[config.mk]
export PLATFORM = sky130hd
export DESIGN_NAME = clp_port
export DESIGN_NICKNAME = d
export VERILOG_FILES = /design/src/include/clp_pkg.sv /design/src/design/clp_fifo.sv /design/src/design/clp_port.sv
export VERILOG_INCLUDE_DIRS = /design/src /design/src/include
export SDC_FILE = /design/constraint.sdc
export NUM_CORES = 1
export LEC_CHECK = 0
export ABC_AREA = 1
export BUFFER_PORTS_ARGS = -buffer_cell sky130_fd_sc_hd__buf_2
export CAP_MARGIN = 20
export CORE_MARGIN = 10
export CORE_UTILIZATION = 54
export DETAILED_ROUTE_END_ITERATION = 10
export PLACE_DENSITY_LB_ADDON = 0.2
export SYNTH_ARGS = -nofsm -noshare
export SYNTH_HDL_FRONTEND = slang
export SYNTH_HIERARCHICAL = 1
export SYNTH_SLANG_ARGS = --single-unit
[constraint.sdc]
create_clock -name clk -period 3.3 [get_ports clk]
set_input_delay 0.165 -clock clk [delete_from_list [all_inputs] [get_ports clk]]
set_output_delay 0.165 -clock clk [all_outputs]
set_load 0.03 [all_outputs]
[src/include/clp_regs.svh]
// Purpose: Offsets, field positions and reset values of the LCD port
// Assumes: 10-bit ISA I/O decode
// Notes: Definitions only
`ifndef CLP_REGS_SVH
`define CLP_REGS_SVH

`define CLP_ADDR_W 10
`define CLP_DATA_W 8
`define CLP_OFS_DATA_LATCH 10'h201
`define CLP_OFS_CTRL_LATCH 10'h2B0
`define CLP_OFS_BUS_DATA 10'h2B8
`define CLP_RST_LATCH 8'h00
`define CLP_CTRL_WR_BIT 0
`define CLP_CTRL_CD_BIT 1
`define CLP_CTRL_RD_BIT 2
`define CLP_CTRL_NIB_BIT 3
`define CLP_CTRL_LSEL_BIT 4
`define CLP_ADDR_A0_BIT 0
`define CLP_ADDR_A1_BIT 1
`define CLP_LOW_NIBBLE_MASK 8'hF0
`define CLP_JMP_ALL_12 4'h0
`define CLP_JMP_ALL_23 4'hF
// Mixed pattern, so no mode is chosen before real jumpers are sampled
`define CLP_JMP_SYNC_RST 4'h5
`define CLP_FIFO_DEPTH 4
`define CLP_PACE_DIV 4

`endif

[src/include/clp_pkg.sv]
// Purpose: Types shared by the LCD port files
// Assumes: Constants come from clp_regs.svh
// Notes: Structs carry sampled bus and LCD pin groups
`include "clp_regs.svh"
package clp_pkg;
  typedef enum logic [1:0] {
    MODE_OFF,
    MODE_LATCHED,
    MODE_BUS
  } clp_mode_e;

  typedef struct packed {
    logic [`CLP_ADDR_W-1:0] addr;
    logic [`CLP_DATA_W-1:0] data;
    logic iow_n;
    logic ior_n;
    logic aen;
  } clp_isa_s;

  typedef struct packed {
    logic [`CLP_DATA_W-1:0] data_out;
    logic data_oe;
    logic write_strobe;
    logic cmd_data_select;
    logic read_strobe;
    logic read_write;
    logic line1_enable;
    logic line2_enable;
    logic addr1;
    logic chip_select_n;
    logic reset_drive;
  } clp_lcd_s;
endpackage : clp_pkg

[src/design/clp_fifo.sv]
// Purpose: Small FIFO between host writes and the data latch
// Assumes: Single clock, synchronous valid/ready on both sides
// Notes: Full and empty come straight from the fill count
`timescale 1ns/1ns
`default_nettype none
module clp_fifo #(
  parameter int WIDTH = 8,
  parameter int DEPTH = 4
) (
  // Clock and reset
  input wire logic clk,
  input wire logic arst_n,
  // Fill side
  input wire logic in_valid,
  output logic in_ready,
  input wire logic [WIDTH-1:0] in_data,
  // Drain side
  output logic out_valid,
  input wire logic out_ready,
  output logic [WIDTH-1:0] out_data
);
  localparam int AW = (DEPTH > 1) ? $clog2(DEPTH) : 1;

  initial begin
    if (DEPTH < 2 || (DEPTH & (DEPTH - 1)) != 0 || WIDTH < 1) begin
      $error("clp_fifo: DEPTH must be a power of two >= 2");
    end
  end

  logic [WIDTH-1:0] mem [DEPTH];
  logic [AW-1:0] wr_ptr_q;
  logic [AW-1:0] rd_ptr_q;
  logic [AW:0] count_q;
  logic push;
  logic pop;

  assign in_ready = (count_q != (AW+1)'(DEPTH));
  assign out_valid = (count_q != '0);
  assign push = in_valid && in_ready;
  assign pop = out_valid && out_ready;
  assign out_data = mem[rd_ptr_q];

  always_ff @(posedge clk) begin
    if (push) begin
      mem[wr_ptr_q] <= in_data;
    end
  end

  always_ff @(posedge clk or negedge arst_n) begin
    if (!arst_n) begin
      wr_ptr_q <= '0;
      rd_ptr_q <= '0;
      count_q <= '0;
    end else begin
      if (push) begin
        wr_ptr_q <= wr_ptr_q + AW'(1);
      end
      if (pop) begin
        rd_ptr_q <= rd_ptr_q + AW'(1);
      end
      if (push && !pop) begin
        count_q <= count_q + (AW+1)'(1);
      end else if (pop && !push) begin
        count_q <= count_q - (AW+1)'(1);
      end
    end
  end
endmodule : clp_fifo
`default_nettype wire

[src/design/clp_port.sv]
// Purpose: Character/dot-matrix LCD port on ISA I/O space, two modes
// Assumes: All ISA pins, jumpers and LCD data inputs are asynchronous
// Notes: Latched-mode writes are taken on the falling edge of the write strobe
//
// Behaviour
// Four jumpers choose latched or bus mode
// Latched: write 201h drives LCD data lines
// Data latch bits map one-to-one onto lines
// Write 2B0h sets write, select, read outputs
// No reads in latched mode
// Four-bit format uses upper data lines only
// Two lines get separate enables, shared rest
// Read/write high reads, low writes
// Register select high command, low data
// LCD takes data on enable fall
// Bus mode: 2B8h reads and writes LCD
// Bus strobes and A0 pass to LCD
// Bus address bit 1 goes out too
// Chip select asserted on 2B8h decode
// LCD selected only by low chip select
// LCD reset follows system reset drive
// Latches hold until written again
// Latches clear to zero on reset
`include "clp_regs.svh"
`timescale 1ns/1ns
`default_nettype none
module clp_port #(
  parameter int FIFO_DEPTH = `CLP_FIFO_DEPTH,
  parameter int PACE_DIV = `CLP_PACE_DIV
) (
  // Clock and reset
  input wire logic clk,
  input wire logic arst_n,
  // ISA bus pins
  input wire logic [`CLP_ADDR_W-1:0] isa_addr,
  input wire logic isa_iow_n,
  input wire logic isa_ior_n,
  input wire logic isa_aen,
  input wire logic [`CLP_DATA_W-1:0] isa_data_in,
  output logic [`CLP_DATA_W-1:0] isa_data_out,
  output logic isa_data_oe,
  output logic isa_iochrdy,
  input wire logic system_reset_drive,
  // Mode jumpers, bit set means position 2-3
  input wire logic [3:0] mode_jumpers,
  // LCD connector
  input wire logic [`CLP_DATA_W-1:0] lcd_data_in,
  output var clp_pkg::clp_lcd_s lcd
);
  initial begin
    if (PACE_DIV < 1 || FIFO_DEPTH < 2) begin
      $error("clp_port: PACE_DIV must be >= 1 and FIFO_DEPTH >= 2");
    end
  end

  // Two-stage synchronisers; stage one is read only by stage two
  clp_pkg::clp_isa_s isa_s1_q;
  clp_pkg::clp_isa_s isa_s2_q;
  clp_pkg::clp_isa_s isa_in;
  logic [3:0] jmp_s1_q;
  logic [3:0] jmp_s2_q;
  logic [`CLP_DATA_W-1:0] lcd_s1_q;
  logic [`CLP_DATA_W-1:0] lcd_s2_q;
  logic rst_s1_q;
  logic rst_s2_q;

  assign isa_in = '{addr: isa_addr, data: isa_data_in, iow_n: isa_iow_n,
                    ior_n: isa_ior_n, aen: isa_aen};

  always_ff @(posedge clk or negedge arst_n) begin
    if (!arst_n) begin
      isa_s1_q <= '{addr: '0, data: '0, iow_n: 1'b1, ior_n: 1'b1, aen: 1'b1};
      isa_s2_q <= '{addr: '0, data: '0, iow_n: 1'b1, ior_n: 1'b1, aen: 1'b1};
      // All-zero would decode as latched and drive LCD data in bus mode
      jmp_s1_q <= `CLP_JMP_SYNC_RST;
      jmp_s2_q <= `CLP_JMP_SYNC_RST;
      lcd_s1_q <= '0;
      lcd_s2_q <= '0;
      rst_s1_q <= 1'b0;
      rst_s2_q <= 1'b0;
    end else begin
      isa_s1_q <= isa_in;
      isa_s2_q <= isa_s1_q;
      jmp_s1_q <= mode_jumpers;
      jmp_s2_q <= jmp_s1_q;
      lcd_s1_q <= lcd_data_in;
      lcd_s2_q <= lcd_s1_q;
      rst_s1_q <= system_reset_drive;
      rst_s2_q <= rst_s1_q;
    end
  end

  function automatic logic hit(input clp_pkg::clp_isa_s b,
                               input logic [`CLP_ADDR_W-1:0] ofs);
    hit = !b.aen && (b.addr == ofs);
  endfunction : hit

  // Mixed jumpers leave the port idle rather than half-wired
  clp_pkg::clp_mode_e mode_q;
  always_ff @(posedge clk or negedge arst_n) begin
    if (!arst_n) begin
      mode_q <= clp_pkg::MODE_OFF;
    end else begin
      case (jmp_s2_q)
        `CLP_JMP_ALL_12: mode_q <= clp_pkg::MODE_LATCHED;
        `CLP_JMP_ALL_23: mode_q <= clp_pkg::MODE_BUS;
        default: mode_q <= clp_pkg::MODE_OFF;
      endcase
    end
  end

  logic latched;
  logic bus_mode;
  assign latched = (mode_q == clp_pkg::MODE_LATCHED);
  assign bus_mode = (mode_q == clp_pkg::MODE_BUS);

  // Write strobe edge, from the synchronised copy only
  logic iow_prev_q;
  logic wr_fall;
  always_ff @(posedge clk or negedge arst_n) begin
    if (!arst_n) begin
      iow_prev_q <= 1'b1;
    end else begin
      iow_prev_q <= isa_s2_q.iow_n;
    end
  end
  assign wr_fall = iow_prev_q && !isa_s2_q.iow_n;

  logic sel_data;
  logic sel_ctrl;
  logic sel_bus;
  assign sel_data = hit(isa_s2_q, `CLP_OFS_DATA_LATCH);
  assign sel_ctrl = hit(isa_s2_q, `CLP_OFS_CTRL_LATCH);
  assign sel_bus = hit(isa_s2_q, `CLP_OFS_BUS_DATA);

  // Data writes wait here while the FIFO is full; IOCHRDY stalls the host
  logic pend_q;
  logic [`CLP_DATA_W-1:0] pend_data_q;
  logic fifo_in_ready;
  logic fifo_push;
  assign fifo_push = pend_q && fifo_in_ready;

  always_ff @(posedge clk or negedge arst_n) begin
    if (!arst_n) begin
      pend_q <= 1'b0;
      pend_data_q <= `CLP_RST_LATCH;
    end else if (wr_fall && sel_data && latched) begin
      pend_q <= 1'b1;
      pend_data_q <= isa_s2_q.data;
    end else if (fifo_push) begin
      pend_q <= 1'b0;
    end
  end

  always_ff @(posedge clk or negedge arst_n) begin
    if (!arst_n) begin
      isa_iochrdy <= 1'b1;
    end else begin
      isa_iochrdy <= !(pend_q && !fifo_in_ready);
    end
  end

  // Pacing divider gives the LCD time between successive data bytes
  localparam int PW = (PACE_DIV > 1) ? $clog2(PACE_DIV) : 1;
  logic [PW-1:0] pace_q;
  logic pace_en;
  assign pace_en = (pace_q == PW'(PACE_DIV - 1));
  always_ff @(posedge clk or negedge arst_n) begin
    if (!arst_n) begin
      pace_q <= '0;
    end else begin
      pace_q <= pace_en ? '0 : pace_q + PW'(1);
    end
  end

  logic fifo_valid;
  logic fifo_pop;
  logic [`CLP_DATA_W-1:0] fifo_data;
  assign fifo_pop = fifo_valid && pace_en;

  clp_fifo #(
    .WIDTH(`CLP_DATA_W),
    .DEPTH(FIFO_DEPTH)
  ) u_fifo (
    .clk(clk),
    .arst_n(arst_n),
    .in_valid(pend_q),
    .in_ready(fifo_in_ready),
    .in_data(pend_data_q),
    .out_valid(fifo_valid),
    .out_ready(pace_en),
    .out_data(fifo_data)
  );

  // Latches hold until rewritten; reset clears both
  logic [`CLP_DATA_W-1:0] data_latch_q;
  logic [`CLP_DATA_W-1:0] ctrl_latch_q;
  always_ff @(posedge clk or negedge arst_n) begin
    if (!arst_n) begin
      data_latch_q <= `CLP_RST_LATCH;
    end else if (fifo_pop) begin
      data_latch_q <= fifo_data;
    end
  end

  always_ff @(posedge clk or negedge arst_n) begin
    if (!arst_n) begin
      ctrl_latch_q <= `CLP_RST_LATCH;
    end else if (wr_fall && sel_ctrl && latched) begin
      ctrl_latch_q <= isa_s2_q.data;
    end
  end

  logic nibble_mode;
  logic line_sel;
  logic bus_rd;
  logic bus_wr;
  assign nibble_mode = ctrl_latch_q[`CLP_CTRL_NIB_BIT];
  assign line_sel = ctrl_latch_q[`CLP_CTRL_LSEL_BIT];
  assign bus_rd = bus_mode && sel_bus && !isa_s2_q.ior_n;
  assign bus_wr = bus_mode && sel_bus && !isa_s2_q.iow_n;

  // Registered LCD pins
  always_ff @(posedge clk or negedge arst_n) begin
    if (!arst_n) begin
      lcd <= '{data_out: '0, data_oe: 1'b0, write_strobe: 1'b0,
               cmd_data_select: 1'b0, read_strobe: 1'b0, read_write: 1'b0,
               line1_enable: 1'b0, line2_enable: 1'b0, addr1: 1'b0,
               chip_select_n: 1'b1, reset_drive: 1'b0};
    end else begin
      lcd.reset_drive <= rst_s2_q;
      case (mode_q)
        clp_pkg::MODE_LATCHED: begin
          lcd.data_out <= nibble_mode ? (data_latch_q & `CLP_LOW_NIBBLE_MASK)
                                      : data_latch_q;
          lcd.data_oe <= 1'b1;
          lcd.write_strobe <= ctrl_latch_q[`CLP_CTRL_WR_BIT];
          lcd.cmd_data_select <= ctrl_latch_q[`CLP_CTRL_CD_BIT];
          lcd.read_strobe <= ctrl_latch_q[`CLP_CTRL_RD_BIT];
          lcd.read_write <= ctrl_latch_q[`CLP_CTRL_RD_BIT];
          lcd.line1_enable <= ctrl_latch_q[`CLP_CTRL_WR_BIT] && !line_sel;
          lcd.line2_enable <= ctrl_latch_q[`CLP_CTRL_WR_BIT] && line_sel;
          lcd.addr1 <= 1'b0;
          lcd.chip_select_n <= 1'b1;
        end
        clp_pkg::MODE_BUS: begin
          lcd.data_out <= isa_s2_q.data;
          lcd.data_oe <= bus_wr;
          lcd.write_strobe <= isa_s2_q.iow_n;
          lcd.cmd_data_select <= isa_s2_q.addr[`CLP_ADDR_A0_BIT];
          lcd.read_strobe <= isa_s2_q.ior_n;
          lcd.read_write <= !isa_s2_q.ior_n;
          lcd.line1_enable <= 1'b0;
          lcd.line2_enable <= 1'b0;
          lcd.addr1 <= isa_s2_q.addr[`CLP_ADDR_A1_BIT];
          lcd.chip_select_n <= !sel_bus;
        end
        default: begin
          lcd.data_out <= '0;
          lcd.data_oe <= 1'b0;
          lcd.write_strobe <= 1'b0;
          lcd.cmd_data_select <= 1'b0;
          lcd.read_strobe <= 1'b0;
          lcd.read_write <= 1'b0;
          lcd.line1_enable <= 1'b0;
          lcd.line2_enable <= 1'b0;
          lcd.addr1 <= 1'b0;
          lcd.chip_select_n <= 1'b1;
        end
      endcase
    end
  end

  // Bus-mode read returns the LCD byte while the read strobe is held
  always_ff @(posedge clk or negedge arst_n) begin
    if (!arst_n) begin
      isa_data_out <= '0;
      isa_data_oe <= 1'b0;
    end else begin
      isa_data_out <= lcd_s2_q;
      isa_data_oe <= bus_rd;
    end
  end
endmodule : clp_port
`default_nettype wire

==> results of run 1 <==
==> cells in the mapped netlist (all sizes together) (5+ instances only) <==
library cell  count  share of area (%)
nand2            98                6.8
nor2             20                1.9
ha                8                1.8
a21oi            11               0.99
o211ai           16                2.2
edfxtp           32                 17
dfstp            13                6.2
nand3            28                2.6
dfrtp           117                 53
mux2              8                1.6
buf               5               0.70
inv              46                3.1
==> cell families after synthesis <==
kind of cell	after synthesis	share of synthesized area, %
flip-flops	162	76.3
AND/OR/NAND/NOR	154	12.2
buffers and inverters	53	4.13
AO/OA/AOI/OAI	29	3.39
adder cells (fa/ha/maj)	9	2.17
multiplexers	8	1.62
XOR/XNOR	1	0.158
==> through the flow <==
stage	power, mW	instances	instance area, um^2
final	4.61	674	6930
after global routing	4.79	674	6930
after global placement	2.66	606	5990
after CTS	4.63	673	6930
after floorplan	2.57	416	5540
after detailed placement	2.69	606	5990
==> final timing paths <==
check,endpoint,from,slack (ns)
worst min-delay path,jmp_s1_q[3],mode_jumpers[3],0.27
worst max register to register,u_fifo/count_q[1],u_fifo/count_q[1],1.42
worst min register to register,lcd_s2_q[5],lcd_s1_q[5],0.35
worst max-delay path,u_fifo/count_q[1],u_fifo/count_q[1],1.42
min in group asynchronous,jmp_s1_q[3],arst_n,0.28
max in group asynchronous,lcd[1],arst_n,2.19
==> flip-flops by register name, summed over array words and instances, names as in the netlist, 2 cells and up <==
register and cells:
jmp_s2_q 4, data_latch_q 8, jmp_s1_q 4, mode_q 2
pace_q 2, lcd 18, isa_s1_q 21, u_fifo/wr_ptr_q 2
u_fifo/rd_ptr_q 2, ctrl_latch_q 5, u_fifo/mem 32, isa_data_out 8
u_fifo/count_q 3, lcd_s2_q 8, lcd_s1_q 8, isa_s2_q 21
pend_data_q 8
==> layout make-up <==
cell class	instances	area, um^2	share of cell area (%)
Clock inverter	13	135	1.95
Sequential cell	162	4230	61.0
Antenna cell	1	2.50	0.0361
Timing Repair Buffer	99	688	9.93
Inverter	46	173	2.49
Tap cell	133	166	2.40
Clock buffer	19	453	6.53
Multi-Input combinational cell	201	1080	15.6
==> power by group <==
part | total, mW | internal, mW | switching [mW]
logic | 0.430 | 0.169 | 0.262
registers | 2.25 | 2.16 | 0.0947
clock network | 1.93 | 1.09 | 0.838
total | 4.61 | 3.42 | 1.19
==> layer usage <==
layer / global-route usage, % / routed length, um / vias up
met5: 0 / 0 / -
met4: 6.26 / 181 / 0
met3: 5.35 / 630 / 19
met2: 25.5 / 5530 / 91
met1: 17.7 / 4410 / 1623
li1: - / - / 1576
==> results.py, run 1 <==
metrics = {
    "global_routing": {
        "grt_pass1_vias": 3541,
        "grt_pass1_wl_um": 17300,
        "grt_max_degree": 69,
        "antenna_found_initial": 1,
        "gr-usage-all-layers_pct": 15.3,
        "grt-ovfl-total": 0,
    },
    "clock_network": {
        "hold_buffers": 35,
        "clockRootBuffer": "clkbuf_8",
        "insertion_delay_ns": 0.52,
        "path_clk_slew_ns": 0.07,
        "postCtsSetupBuffers": 0,
        "clkSinkCount": 162,
        "cts_tree": "done",
        "cts_max_level": 4,
        "cts_resized": 0,
        "cts_made_buffers": 17,
        "cts.path.max_buffers": 2,
    },
    "timing": {
        "layout_setup_ws_ns": 1.42,
        "period_share_pct": 57.0,
        "fmax_mhz": 532,
        "drv_slew": 0,
        "worst_pin_slew_ns": 0.835,
        "period_minus_slack_ns": 1.88,
        "tns_ns": 0,
        "holdWs_ns": 0.274,
        "skew_ns": 0.00958,
        "hold_viol": 0,
        "rsz0062_at_grt": "no",
        "finalSetupViolCount": 0,
        "relSlewSlack_pct": 44.1,
    },
    "min_path": {
        "holdCritPathClass": "in -> reg",
        "hold_depth": 2,
    },
    "run_status": {
        "status": "completed",
    },
    "synthesis": {
        "syn-cell-area_um2": 5540,
        "synthDistinctLibCells": 33,
        "async_flop_share_pct": 80.2,
        "syn_area_per_cell_um2": 13.3,
        "synth-edff-count": 32,
        "syn_nets": 461,
        "seq_area_frac_synth_pct": 76.3,
        "syn_inst": 416,
        "synth_warnings": 6,
        "synth-seq-cells": 162,
        "synth_flop_cell": "dfrtp_1",
    },
    "detailed_routing": {
        "wl_per_cell_um": 16.0,
        "firstDrtPassIters": 4,
        "vias": 3309,
        "routed_wl_um": 10800,
        "drc": 0,
        "viasPerCell": 4.91,
        "drtIter0Drc": 239,
        "ant_nets": 0,
    },
    "layout": {
        "layout_common_cells": "dfrtp_1 (117), nand2_1 (97), buf_2 (62)",
        "nets": 572,
        "layout-drive-gt1-share_pct": 23.9,
        "fillCellCount": 667,
        "fin_util_pct": 70.0,
        "final_common_cell": "dfrtp_1",
        "area_growth_pct": 25.1,
    },
    "critical_path": {
        "path_max_fanout": 7,
        "startpoint_type": "flip-flop",
        "cp.depth": 9,
        "reg2reg_depth": 9,
        "cp_top_family": "adder cells",
        "crit_top_cell": "inv_1",
        "crit_slowest_cell": "dfrtp_1",
        "critPathArrivalTime_ns": 2.28,
        "crit_path_cell_trace": "inv_1 -> nand3_2 -> nand2_1 -> inv_1 -> ha_1 -> inv_1 -> fa_1 -> nand2_1 -> o21ai_0",
        "criticalPathCategory": "reg -> reg",
        "slowest_delay_ns": 0.41,
        "critPathBufInv": 3,
        "required_ns": 3.70,
        "worst_setup_path_end_kind": "flip-flop",
    },
    "die": {
        "num_rows": 36,
        "die_w_um": 121,
        "dieArea_um2": 14700,
        "die_y_um": 121,
        "io_pins": 64,
        "initial_core_util_pct": 55.9,
        "core_um2": 9910,
    },
    "pwr": {
        "p_per_area_nw_per_um2": 665,
        "ir_worst_vdd_mv": 0.493,
        "leakage_nw": 3.24,
    },
    "placed_design": {
        "dp_hpwl_um": 6430,
        "gp_congestion": 0.796,
        "place_ws_ns": 1.42,
        "port_buffers": 63,
    },
    "job": {
        "max_cap_violations": 0,
    },
}
No activity file was read; power rests on OpenSTA's default activity.
==> run 2: changes to the inputs <==
--- a/config.mk
+++ b/config.mk
@@ -10,7 +10,7 @@
 export BUFFER_PORTS_ARGS = -buffer_cell sky130_fd_sc_hd__buf_2
 export CAP_MARGIN = 20
 export CORE_MARGIN = 10
-export CORE_UTILIZATION = 54
+export CORE_UTILIZATION = 51
 export DETAILED_ROUTE_END_ITERATION = 10
 export PLACE_DENSITY_LB_ADDON = 0.2
 export SYNTH_ARGS = -nofsm -noshare
==> constraint.sdc (replaced) <==
create_clock -name clk -period 1.53 [get_ports clk]
set_input_delay 0.0765 -clock clk [delete_from_list [all_inputs] [get_ports clk]]
set_output_delay 0.0765 -clock clk [all_outputs]
set_load 0.03 [all_outputs]
==> run 2 against run 1 <==
Compared with the run above:
- the flow now finishes with violations (negative setup slack)
- combinational power increased to 2.9 times the previous value
- first-iteration DRC count down 11%
- hold slack got worse by 0.14 ns
- critical endpoint is now u_fifo/count_q[2]
- largest power group unchanged
==> results.py, run 2 (same netlist as run 1, synthesis figures left out) <==
metrics = {
    "run_status": {
        "status": "complete, but fails checks",
        "failed_checks": "negative setup slack",
    },
    "pwr": {
        "p_switching_mw": 2.47,
        "leakage_nw": 3.37,
        "ir_worst_vdd_mv": 0.974,
        "pwr-share-clk_pct": 40.8,
        "pwr-share-comb_pct": 12.1,
        "internal-power_mw": 7.76,
        "power_frac_seq_pct": 47.1,
        "switching_share_pct": 24.2,
        "p_total_mw": 10.2,
        "p_per_area_nw_per_um2": 1410,
    },
    "min_path": {
        "holdCritPathClass": "in -> async",
    },
    "detailed_routing": {
        "drc": 0,
        "routed_wl_um": 10400,
        "firstDrtPassIters": 4,
        "drtIter0Drc": 212,
        "wl_per_cell_um": 14.8,
        "vias": 3319,
        "viasPerCell": 4.70,
        "ant_nets": 0,
    },
    "die": {
        "die_y_um": 124,
        "core_um2": 10700,
        "num_rows": 38,
        "dieArea_um2": 15400,
        "die_w_um": 124,
        "io_pins": 64,
        "initial_core_util_pct": 51.6,
    },
    "placed_design": {
        "place_area_um2": 6200,
        "place_ws_ns": -0.0721,
        "port_buffers": 63,
        "gp_congestion": 0.818,
        "dp_hpwl_um": 6350,
        "placedCellCount": 632,
    },
    "clock_network": {
        "cts_max_level": 4,
        "cts_made_buffers": 17,
        "cts.path.max_buffers": 2,
        "clkSinkCount": 162,
        "clockRootBuffer": "clkbuf_8",
        "path_clk_slew_ns": 0.06,
        "insertion_delay_ns": 0.53,
        "cts_tree": "done",
    },
    "critical_path": {
        "crit_path_cell_trace": "inv_2 -> nand3_2 -> nand2_2 -> ha_4 -> inv_2 -> fa_2 -> nand2_2 -> nand3_1 -> nand2_1 -> nand2_1",
        "slowest_delay_ns": 0.43,
        "worst_setup_path_end_kind": "flip-flop",
        "critPathArrivalTime_ns": 2.00,
        "required_ns": 1.95,
        "startpoint_type": "flip-flop",
        "criticalPathCategory": "reg -> reg",
        "crit_slowest_cell": "dfrtp_1",
        "path_max_fanout": 3,
    },
    "timing": {
        "finalSetupViolCount": 2,
        "worst_pin_slew_ns": 0.473,
        "period_share_pct": 103,
        "layout_setup_ws_ns": -0.0518,
        "tns_ns": -0.0780,
        "skew_ns": 0.00679,
        "hold_viol": 0,
        "period_minus_slack_ns": 1.58,
        "relSlewSlack_pct": 68.5,
        "fmax_mhz": 632,
        "rsz0062_at_grt": "yes",
        "drv_slew": 0,
        "holdWs_ns": 0.137,
    },
    "global_routing": {
        "grt-ovfl-total": 0,
        "grt_max_degree": 97,
        "antenna_found_initial": 0,
        "gr-usage-all-layers_pct": 14.3,
        "grt_pass1_vias": 3677,
        "grt_pass1_wl_um": 17700,
    },
    "layout": {
        "layout_common_cells": "dfrtp_1 (117), nand2_1 (92), buf_2 (62)",
        "largest_register": "u_fifo/mem",
        "reg_top3": "u_fifo/mem (32), isa_s1_q (21), isa_s2_q (21)",
        "nets": 598,
        "stdcell_count": 706,
        "area_growth_pct": 31.0,
        "finish.instance_area_um2": 7260,
        "insertedDiodeCount": 0,
        "fin_util_pct": 67.6,
        "final_common_cell": "dfrtp_1",
        "layout-drive-gt1-share_pct": 30.0,
        "fillCellCount": 753,
        "largest_register_ffs": 32,
    },
    "job": {
        "max_cap_violations": 0,
    },
}
[run 2: cell count changes in the layout (fill, tap and decap cells not counted), sizes merged]
cell      before  now
diode          1    0
clkinv         3    4
clkbuf        19   21
clkinvlp       1    2
buf           64   90
bufinv         1    2
inv           54   49
[run 2: path summary, 6_finish.rpt]
kind,start,to,slack [ns],cells after the start
worst min-delay path,arst_n,lcd[3],0.14,3
min in group clk,system_reset_drive,rst_s1_q,0.18,2
worst max register to register,u_fifo/count_q[2],u_fifo/count_q[2],-0.05,10
worst max-delay path,u_fifo/count_q[2],u_fifo/count_q[2],-0.05,10
worst min register to register,lcd_s2_q[5],isa_data_out[5],0.35,0
max in group asynchronous,arst_n,isa_s2_q[0],1.00,3
[run 2: timing repair]
item,in CTS,in global routing
hold buffers,35,0
setup buffers,5,4
gates resized for setup,3,13
pin swaps,2,4
endpoints found under the hold margin,164,0
endpoints found under the setup margin,3,31
[run 2: power by group through the flow]
stage	logic, mW	clock network, mW	registers [mW]
after detailed placement	1.05	0	4.88
after global routing	1.38	4.47	4.84
after floorplan	0.703	0	4.89
final	1.24	4.18	4.81
after CTS	1.19	4.26	4.81
after global placement	1.00	0	4.87
[run 2: cell type report]
cell class	instances	area, um^2	area share, %
clock inverters	11	123	1.69
inverters	46	175	2.41
multi-input cells	201	1170	16.1
flip-flops and latches	162	4230	58.3
well taps	140	175	2.41
repair buffers	125	907	12.5
clock buffers	21	480	6.62
[run 2: critical path: cells and delay by family, from the launching register on]
| family | cells | cell delay (ns) |
|---|---|---|
| flip-flops | 1 | 0.43 |
| buffers and inverters | 2 | 0.13 |
| AND/OR/NAND/NOR | 6 | 0.41 |
| adder cells (fa/ha/maj) | 2 | 0.48 |
[run 2: routing by layer]
metal,vias to the layer above,routed length [um],global-route usage (%)
met3,10,499,5.57
met2,68,5550,24.9
li1,1632,-,-
met1,1609,4260,15.3
met5,-,0,0
met4,0,103,5.48
